<file path="src/inc/dtpa_defines.vh">
`ifndef DTPA_DEFINES_VH
`define DTPA_DEFINES_VH

// register byte addresses
`define DTPA_ADDR_SWTRIG 8'h10
`define DTPA_ADDR_PRIO 8'h14
`define DTPA_ADDR_BASE 8'h34
`define DTPA_CH_BASE 8'h40
`define DTPA_CH_SHIFT 4

// word select inside one channel window
`define DTPA_CH_CTRLA 2'h0
`define DTPA_CH_CTRLB 2'h1
`define DTPA_CH_STATE 2'h2

// reset values
`define DTPA_PRIO_RST 32'h00000000
`define DTPA_BASE_RST 32'h00000000
`define DTPA_TRIGGER_SOURCE_SELECT_RST 5'h00
`define DTPA_TRIGGER_ACTION_SELECT_RST 2'h0
`define DTPA_LVL_RST 2'h0

// priority control fields, per level l
`define DTPA_RR_EN_POS(l) (8*(l)+7)
`define DTPA_LAST_POS(l) (8*(l))
`define DTPA_LAST_W 4
`define DTPA_LEVELS 4

// channel control a
`define DTPA_CTRLA_EN_BIT 1

// channel control b
`define DTPA_CTRLB_EVEN_BIT 3
`define DTPA_CTRLB_LVL_POS 5
`define DTPA_CTRLB_TRIGGER_SOURCE_SELECT_POS 8
`define DTPA_CTRLB_TRIGGER_ACTION_SELECT_POS 22

// channel state
`define DTPA_STATE_REQUEST_PENDING_FLAG_BIT 0
`define DTPA_STATE_BUSY_BIT 1

// trigger actions
`define DTPA_ACT_BLOCK 2'h0
`define DTPA_ACT_RSVD 2'h1
`define DTPA_ACT_BEAT 2'h2
`define DTPA_ACT_TRANS 2'h3

`endif

</file>
<file path="src/verilog/dtpa_level_pick.v">
`timescale 1ns/1ns
`include "dtpa_defines.vh"

module dtpa_level_pick #(
    parameter N = 4,
    parameter IW = `DTPA_LAST_W
) (
    // requests of one level
    input wire [N-1:0] req,
    input wire rrEn,
    input wire [IW-1:0] last,
    // winner
    output reg valid,
    output reg [IW-1:0] idx
);

    integer k;
    integer c;

    always @* begin
        valid = 1'b0;
        idx = {IW{1'b0}};
        c = 0;
        for (k = 0; k < N; k = k + 1) begin
            // round robin starts one past the last grant; static ignores last
            if (rrEn) begin
                c = (last + 1 + k) % N;
            end else begin
                c = k;
            end
            if (!valid && req[c]) begin
                valid = 1'b1;
                idx = c[IW-1:0];
            end
        end
    end

endmodule

</file>
<file path="src/verilog/dtpa_top.v">
// Behaviour
// - transfer starts only with a latched request and an arbiter grant
// - requests come from software writes, peripheral request lines or events
// - each channel selects its own trigger source
// - trigger action 0x0 requests one whole block per trigger
// - action 0x2 requests one beat, action 0x3 one transaction
// - single unlinked descriptor: enable clears when the block finishes
// - linked chain: enable clears after the last descriptor finishes
// - blocks left in chain: stay enabled, wait for next trigger
// - after re-enable, no transfer until a new trigger arrives
// - trigger during a transfer is held pending, pending bit reads 1
// - per-level round-robin enable at bits 31, 23, 15, 7
// - round robin: level field holds last granted channel, level 3 at 27:24
// - static: last granted field does not alter static order
// - clearing round-robin enable keeps the last granted field
`timescale 1ns/1ns
`include "dtpa_defines.vh"

module dtpa_top #(
    parameter NCH = 4,
    parameter NPER = 8,
    parameter TSW = 5
) (
    // clock and reset
    input wire clk,
    input wire rst,
    // register port
    input wire [7:0] regAddr,
    input wire [31:0] regWdata,
    input wire regWr,
    input wire regRd,
    output reg [31:0] regRdata,
    // request sources
    input wire [NPER-1:0] periphReq,
    input wire [NCH-1:0] eventIn,
    // grant to the transfer engine
    output reg grantValid,
    output reg [3:0] grantCh,
    output reg [1:0] grantAction,
    output reg [31:0] descBase,
    // completion from the transfer engine
    input wire xferDone,
    input wire xferBlockEnd,
    input wire xferLastDesc,
    // channel state
    output reg [NCH-1:0] chEnable,
    output reg [NCH-1:0] chPending,
    output reg [NCH-1:0] chBusy
);

    ////////////////////////////////////////////////////////////////////////
    // state encoding

    localparam [1:0] ST_IDLE = 2'b01;
    localparam [1:0] ST_ACTIVE = 2'b10;

    ////////////////////////////////////////////////////////////////////////
    // storage

    reg [NCH-1:0] en_q;
    reg [NCH-1:0] en_d;
    reg [NCH-1:0] request_pending_flag_q;
    reg [NCH-1:0] request_pending_flag_d;
    reg [NCH-1:0] busy_q;
    reg [NCH-1:0] busy_d;
    reg [NCH-1:0] evEn_q;
    reg [NCH*TSW-1:0] trigger_source_select_q;
    reg [NCH*2-1:0] trigger_action_select_q;
    reg [NCH*2-1:0] lvl_q;
    reg [`DTPA_LEVELS-1:0] rrEn_q;
    reg [`DTPA_LEVELS*4-1:0] last_q;
    reg [31:0] base_q;
    reg [NPER-1:0] periphPrev_q;
    reg [1:0] state_q;
    reg [3:0] grantCh_q;
    reg [1:0] grantAct_q;
    reg grantValid_q;

    ////////////////////////////////////////////////////////////////////////
    // register decode

    wire [7:0] chOff;
    wire [3:0] chSel;
    wire [1:0] chReg;
    wire chHit;
    wire prioWr;
    wire baseWr;
    wire swTrigWr;

    assign chOff = regAddr - `DTPA_CH_BASE;
    assign chSel = chOff[7:`DTPA_CH_SHIFT];
    assign chReg = chOff[3:2];
    assign chHit = (regAddr >= `DTPA_CH_BASE) && (chSel < NCH);
    assign prioWr = regWr && (regAddr == `DTPA_ADDR_PRIO);
    assign baseWr = regWr && (regAddr == `DTPA_ADDR_BASE);
    assign swTrigWr = regWr && (regAddr == `DTPA_ADDR_SWTRIG);

    ////////////////////////////////////////////////////////////////////////
    // trigger detection

    wire [NPER-1:0] periphEdge;
    reg [NCH-1:0] trig;
    integer i;
    integer k;

    // peripherals share this clock, so only an edge detector is needed
    assign periphEdge = periphReq & ~periphPrev_q;

    always @* begin
        trig = {NCH{1'b0}};
        for (i = 0; i < NCH; i = i + 1) begin
            // software origin, always available
            if (swTrigWr && regWdata[i]) begin
                trig[i] = 1'b1;
            end
            // peripheral origin chosen by the channel's source field
            for (k = 0; k < NPER; k = k + 1) begin
                if (trigger_source_select_q[i*TSW +: TSW] == k + 1 && periphEdge[k]) begin
                    trig[i] = 1'b1;
                end
            end
            // event origin
            if (evEn_q[i] && eventIn[i]) begin
                trig[i] = 1'b1;
            end
            // a disabled channel drops every trigger
            if (!en_q[i]) begin
                trig[i] = 1'b0;
            end
        end
    end

    ////////////////////////////////////////////////////////////////////////
    // arbitration

    reg [`DTPA_LEVELS*NCH-1:0] lvlReq;
    wire [`DTPA_LEVELS-1:0] lvlValid;
    wire [`DTPA_LEVELS*4-1:0] lvlIdx;
    reg winValid;
    reg [3:0] winCh;
    reg [1:0] winLvl;
    reg [1:0] winAct;
    integer l;

    always @* begin
        lvlReq = {`DTPA_LEVELS*NCH{1'b0}};
        for (i = 0; i < NCH; i = i + 1) begin
            for (l = 0; l < `DTPA_LEVELS; l = l + 1) begin
                if (lvl_q[i*2 +: 2] == l) begin
                    lvlReq[l*NCH+i] = request_pending_flag_q[i] && en_q[i] && !busy_q[i];
                end
            end
        end
    end

    genvar g;
    generate
        for (g = 0; g < `DTPA_LEVELS; g = g + 1) begin : gLvl
            dtpa_level_pick #(
                .N(NCH),
                .IW(`DTPA_LAST_W)
            ) uPick (
                .req(lvlReq[g*NCH +: NCH]),
                .rrEn(rrEn_q[g]),
                .last(last_q[g*4 +: 4]),
                .valid(lvlValid[g]),
                .idx(lvlIdx[g*4 +: 4])
            );
        end
    endgenerate

    // higher level always wins; later loop passes overwrite earlier ones
    always @* begin
        winValid = 1'b0;
        winCh = 4'h0;
        winLvl = 2'h0;
        for (l = 0; l < `DTPA_LEVELS; l = l + 1) begin
            if (lvlValid[l]) begin
                winValid = 1'b1;
                winCh = lvlIdx[l*4 +: 4];
                winLvl = l[1:0];
            end
        end
    end

    // reserved action code is run as a block request
    always @* begin
        winAct = trigger_action_select_q[winCh*2 +: 2];
        if (winAct == `DTPA_ACT_RSVD) begin
            winAct = `DTPA_ACT_BLOCK;
        end
    end

    wire grantNow;
    wire doneNow;
    wire autoOff;

    assign grantNow = (state_q == ST_IDLE) && winValid;
    assign doneNow = (state_q == ST_ACTIVE) && xferDone;
    assign autoOff = doneNow && xferBlockEnd && xferLastDesc;

    ////////////////////////////////////////////////////////////////////////
    // grant state machine

    always @(posedge clk) begin
        if (rst) begin
            state_q <= ST_IDLE;
            grantValid_q <= 1'b0;
            grantCh_q <= 4'h0;
            grantAct_q <= `DTPA_ACT_BLOCK;
        end else begin
            case (state_q)
                ST_IDLE: begin
                    if (winValid) begin
                        state_q <= ST_ACTIVE;
                        grantValid_q <= 1'b1;
                        grantCh_q <= winCh;
                        // beat or transaction sizes the unit of one grant
                        grantAct_q <= winAct;
                    end
                end
                ST_ACTIVE: begin
                    if (xferDone) begin
                        state_q <= ST_IDLE;
                        grantValid_q <= 1'b0;
                    end
                end
                default: begin
                    state_q <= ST_IDLE;
                    grantValid_q <= 1'b0;
                end
            endcase
        end
    end

    ////////////////////////////////////////////////////////////////////////
    // channel enable, pending and busy

    always @* begin
        en_d = en_q;
        request_pending_flag_d = request_pending_flag_q;
        busy_d = busy_q;
        for (i = 0; i < NCH; i = i + 1) begin
            if (regWr && chHit && chReg == `DTPA_CH_CTRLA && chSel == i) begin
                en_d[i] = regWdata[`DTPA_CTRLA_EN_BIT];
            end
            // grant consumes the pending request
            if (grantNow && winCh == i) begin
                request_pending_flag_d[i] = 1'b0;
                busy_d[i] = 1'b1;
            end
            if (doneNow && grantCh_q == i) begin
                busy_d[i] = 1'b0;
            end
            // new trigger wins over the grant's clear; a second one is lost
            if (trig[i]) begin
                request_pending_flag_d[i] = 1'b1;
            end
            // last descriptor of the granted channel finished: its enable clears
            if (autoOff && grantCh_q == i) begin
                en_d[i] = 1'b0;
            end
            // a stale request must not survive a disable
            if (!en_d[i]) begin
                request_pending_flag_d[i] = 1'b0;
            end
        end
    end

    always @(posedge clk) begin
        if (rst) begin
            en_q <= {NCH{1'b0}};
            request_pending_flag_q <= {NCH{1'b0}};
            busy_q <= {NCH{1'b0}};
            periphPrev_q <= {NPER{1'b0}};
        end else begin
            en_q <= en_d;
            request_pending_flag_q <= request_pending_flag_d;
            busy_q <= busy_d;
            periphPrev_q <= periphReq;
        end
    end

    ////////////////////////////////////////////////////////////////////////
    // channel configuration

    always @(posedge clk) begin
        if (rst) begin
            evEn_q <= {NCH{1'b0}};
            trigger_source_select_q <= {NCH{`DTPA_TRIGGER_SOURCE_SELECT_RST}};
            trigger_action_select_q <= {NCH{`DTPA_TRIGGER_ACTION_SELECT_RST}};
            lvl_q <= {NCH{`DTPA_LVL_RST}};
        end else begin
            for (i = 0; i < NCH; i = i + 1) begin
                if (regWr && chHit && chReg == `DTPA_CH_CTRLB && chSel == i) begin
                    evEn_q[i] <= regWdata[`DTPA_CTRLB_EVEN_BIT];
                    lvl_q[i*2 +: 2] <= regWdata[`DTPA_CTRLB_LVL_POS +: 2];
                    trigger_source_select_q[i*TSW +: TSW] <= regWdata[`DTPA_CTRLB_TRIGGER_SOURCE_SELECT_POS +: TSW];
                    trigger_action_select_q[i*2 +: 2] <= regWdata[`DTPA_CTRLB_TRIGGER_ACTION_SELECT_POS +: 2];
                end
            end
        end
    end

    ////////////////////////////////////////////////////////////////////////
    // priority control and descriptor base

    always @(posedge clk) begin
        if (rst) begin
            rrEn_q <= {`DTPA_LEVELS{1'b0}};
            last_q <= {`DTPA_LEVELS*4{1'b0}};
            base_q <= `DTPA_BASE_RST;
        end else begin
            if (prioWr) begin
                for (l = 0; l < `DTPA_LEVELS; l = l + 1) begin
                    rrEn_q[l] <= regWdata[`DTPA_RR_EN_POS(l)];
                    // only software touches the field when the enable drops
                    last_q[l*4 +: 4] <= regWdata[`DTPA_LAST_POS(l) +: 4];
                end
            end
            // hardware update wins over a software write in the same cycle
            if (grantNow && rrEn_q[winLvl]) begin
                last_q[winLvl*4 +: 4] <= winCh;
            end
            if (baseWr) begin
                base_q <= regWdata;
            end
        end
    end

    ////////////////////////////////////////////////////////////////////////
    // read path

    reg [31:0] rdMux;

    always @* begin
        rdMux = 32'h00000000;
        if (regAddr == `DTPA_ADDR_PRIO) begin
            for (l = 0; l < `DTPA_LEVELS; l = l + 1) begin
                rdMux[`DTPA_RR_EN_POS(l)] = rrEn_q[l];
                rdMux[`DTPA_LAST_POS(l) +: 4] = last_q[l*4 +: 4];
            end
        end else if (regAddr == `DTPA_ADDR_BASE) begin
            rdMux = base_q;
        end else if (chHit) begin
            for (i = 0; i < NCH; i = i + 1) begin
                if (chSel == i) begin
                    case (chReg)
                        `DTPA_CH_CTRLA: begin
                            rdMux[`DTPA_CTRLA_EN_BIT] = en_q[i];
                        end
                        `DTPA_CH_CTRLB: begin
                            rdMux[`DTPA_CTRLB_EVEN_BIT] = evEn_q[i];
                            rdMux[`DTPA_CTRLB_LVL_POS +: 2] = lvl_q[i*2 +: 2];
                            rdMux[`DTPA_CTRLB_TRIGGER_SOURCE_SELECT_POS +: TSW] = trigger_source_select_q[i*TSW +: TSW];
                            rdMux[`DTPA_CTRLB_TRIGGER_ACTION_SELECT_POS +: 2] = trigger_action_select_q[i*2 +: 2];
                        end
                        `DTPA_CH_STATE: begin
                            rdMux[`DTPA_STATE_REQUEST_PENDING_FLAG_BIT] = request_pending_flag_q[i];
                            rdMux[`DTPA_STATE_BUSY_BIT] = busy_q[i];
                        end
                        default: begin
                            rdMux = 32'h00000000;
                        end
                    endcase
                end
            end
        end
    end

    ////////////////////////////////////////////////////////////////////////
    // output flops

    // outputs are a cycle behind the state so every port comes from a flop
    always @(posedge clk) begin
        if (rst) begin
            regRdata <= 32'h00000000;
            grantValid <= 1'b0;
            grantCh <= 4'h0;
            grantAction <= `DTPA_ACT_BLOCK;
            descBase <= `DTPA_BASE_RST;
            chEnable <= {NCH{1'b0}};
            chPending <= {NCH{1'b0}};
            chBusy <= {NCH{1'b0}};
        end else begin
            regRdata <= regRd ? rdMux : 32'h00000000;
            grantValid <= grantValid_q;
            grantCh <= grantCh_q;
            grantAction <= grantAct_q;
            descBase <= base_q;
            chEnable <= en_q;
            chPending <= request_pending_flag_q;
            chBusy <= busy_q;
        end
    end

endmodule
</file>
<file path="config.mk">
export PLATFORM = sky130hd
export DESIGN_NAME = dtpa_top
export DESIGN_NICKNAME = d
export VERILOG_FILES = /design/src/verilog/dtpa_level_pick.v /design/src/verilog/dtpa_top.v
export VERILOG_INCLUDE_DIRS = /design/src /design/src/inc
export SDC_FILE = /design/constraint.sdc
export NUM_CORES = 1
export LEC_CHECK = 0
export ABC_AREA = 1
export ABC_CLOCK_PERIOD_IN_PS = 5100
export BUFFER_PORTS_ARGS = -buffer_cell sky130_fd_sc_hd__buf_2
export CAP_MARGIN = 10
export CELL_PAD_IN_SITES_DETAIL_PLACEMENT = 1
export CELL_PAD_IN_SITES_GLOBAL_PLACEMENT = 1
export CORE_ASPECT_RATIO = 0.7
export CORE_MARGIN = 1
export CORE_UTILIZATION = 44
export DETAILED_ROUTE_END_ITERATION = 10
export HOLD_SLACK_MARGIN = 0.02
export MAX_ROUTING_LAYER = met4
export PLACE_DENSITY = 0.86
export SLEW_MARGIN = 20
export SYNTH_ARGS = -nofsm -noshare
export SYNTH_HDL_FRONTEND = slang
export SYNTH_SLANG_ARGS = --single-unit
</file>
<file path="constraint.sdc">
create_clock -name clk -period 5.1 [get_ports clk]
set_clock_uncertainty 0.05 [all_clocks]
set_input_delay 1.02 -clock clk [delete_from_list [all_inputs] [get_ports clk]]
set_output_delay 1.02 -clock clk [all_outputs]
set_load 0.05 [all_outputs]
</file>
==> metrics <==
status=complete, no violations; leak pwr=4.56 nW; Final Max Slew Viols=0; Synth area leader=dfxtp_1; Root Driver=clkbuf_16; Syn Area/Cell=7.27 sq um; post-synth top area share=45.2%; CP required=5420 ps; DIE HEIGHT=120 um; # setup viols final=0; worst reg2reg setup slack=2220 ps; path depth of the worst reg2reg path=18; CTS Hold Bufs=0; initial DRC count=820; Post-Syn Instances=1214; CTS resizes=0; post-route ant nets=0; FF-to-FF Start=rrEn_q[0]$_SDFFE_PP0P_; Worst-Margin Slew=858 ps; Initial DRT Pass Iterations=5; global-route wire length before repair=50300 um; clk buf depth=2; Crit. End Element=register; most numerous cell in the Yosys netlist=dfxtp_1; Area Overhead vs Synth=17.3%; worst hold stages=2; chip width=171 um; fin crit share=65.1%; sequential area share after synthesis=45.2%; wl on met1=14500 um; Final #Nets=1399; diode count=0; Skew-Pair Late Insertion Delay=470 ps; cts bufs inserted=17; dpl hpwl=23100 um; htree depth=4; Design Power=3.13 mW; fmax=301 MHz; Final Critical Period=3320 ps; crit path max fanout=10; Synth top cells by count=dfxtp_1, nor2_1, nand2_1; GRT overflow=0; Synth cell types=45; synthesis warning total=0; setup TNS=0 ps; Synth area leaders=dfxtp_1, nor2_1, nand2_1, inv_1, a21oi_1; PortBufs=139; Total Routed Length=32200 um; dpl cells=1581; via count=9180; CP arrival=3640 ps; Layout Cells excl Fill=1613; peak supply drop=176 uV; IO Pins=142; top routing layer used=met4; Slew Limit Headroom=42.8%; vias in the first global route=8964; GPL Wtd Cong=0.940; All-Layer GR Usage=33.1%; Die Area=20600 sq um; Crit Path Category=in2reg; max-cap violation count=0; number of synthesized flops with an enable pin=0; type of the worst min-delay path=reg2reg; hold_sp=grantAct_q[1]$_SDFFE_PP0P_; unrepaired setup endpoints after global routing=no; capture point of the worst reg-to-reg path=grantAct_q[0]$_SDFFE_PP0P_; synthesized flop and latch total=199; PwrDens=302 nW/um^2; largest net degree at the start of global routing=89; Cell Area, Synth=8820 sq um; crit start category=primary input; Routed WL per cell=20.0 um; initial antenna violation count=1; count of clock tree sinks=199; destination of the worst hold path=grantAction[1]$_SDFF_PP0_; # DRC=0; Initial Utilization=45.7%; fraction of layout cells with a size suffix above 1=17.0%; final hold vios=0; WL met3=3550 um; metal2 WL=13700 um; postcts setup bufs=0; via density per instance=5.69; Worst-path clk slew=90 ps; top_reg_cell synth=dfxtp_1; Core ar.=19300 sq um; CTS tree=built; Row Count=42; FFs w/ async S/R, synth=0%; Final Util=53.7%
[worst max-delay path by stage]
| stage | from | end | slack, ps | cells past startpoint |
|---|---|---|---|---|
| detailed placement | regAddr[2] | base_q[29]$_SDFFE_PP0P_ | 1570 | 10 |
| CTS | regAddr[2] | base_q[19]$_SDFFE_PP0P_ | 1950 | 10 |
| global route | regAddr[4] | lvl_q[2]$_SDFFE_PP0P_ | 1670 | 10 |
| floorplan | regAddr[4] | lvl_q[3]$_SDFFE_PP0P_ | 2390 | 11 |
| global placement | regAddr[4] | last_q[13]$_SDFF_PP0_ | 1690 | 11 |
| finish | regAddr[6] | regRdata[1]$_SDFF_PP0_ | 1780 | 12 |
[worst max-delay path, cell delays in order]
cell and delay, ps:
buf_2 100, inv_1 40, nor2_1 80, inv_1 130
nor3_2 400, clkinv_1 510, nor2_1 300, a31oi_1 60
o21ai_0 470, o221ai_1 320, nand2_1 130, inv_1 60
[stage by stage]
stage / hold WS, ps / setup WS [ps] / cell area (sq um)
floorplan: 350 / 2390 / 8830
global placement: 362 / 1690 / 9720
detailed placement: 367 / 1570 / 9720
CTS: 381 / 1950 / 10300
global route: 400 / 1670 / 10300
finish: 374 / 1780 / 10300
[final cells by class]
class                   instances  area (sq um)
clock buffers                  17           425
well taps                     264           330
flip-flops and latches        199          3980
inverters                     170           638
clock inverters                15           190
repair buffers                144           733
fillers                      2496          8940
multi-input cells             804          4050
[registers in the layout (all words and copies together) (netlist names), 4 cells and up]
name / flops
base_q: 32
descBase: 32
regRdata: 32
trigger_source_select_q: 20
last_q: 16
lvl_q: 8
periphPrev_q: 8
trigger_action_select_q: 8
busy_q: 4
chBusy: 4
chEnable: 4
chPending: 4
en_q: 4
evEn_q: 4
request_pending_flag_q: 4
rrEn_q: 4
[where the power goes]
part           leakage [nW]  internal, mW  total (mW)  switching (mW)
Clock                 0.295         0.678        1.43           0.747
Combinational          2.66        0.0349       0.139           0.104
Sequential             1.60          1.56        1.56         0.00353
[cell families after synthesis]
logic type,share of synthesized area [%]
AOI/OAI and AO/OA,19.5
adders and majority gates,0.567
buffers and inverters,9.16
DFF,45.2
other,0.0425
and+or+nand+nor,25.5
[cells in the final DEF, fill, tap and decap left out, types with 5 or more instances in the layout]
master,Yosys,routed
a21oi_1,112,112
nand4_1,17,17
dfxtp_1,199,199
nand3_1,77,77
nor2_1,179,178
nand2_1,171,169
inv_2,11,12
o211ai_1,13,13
o221ai_1,11,11
a211oi_1,13,13
nor3_1,20,20
inv_1,157,156
o21ai_0,98,98
o22ai_1,9,9
clkbuf_16,0,17
o31ai_1,6,6
nand2_2,12,13
buf_4,3,5
a221oi_1,7,7
nor2_4,9,9
buf_2,1,139
[per-layer routing]
metal	track usage (%)	vias to the layer above
li1	-	4254
met1	44.9	4396
met2	48.2	474
met3	9.30	56
met4	8.76	0
met5	-	-
Note: power is estimated with default switching activity, not from simulation.
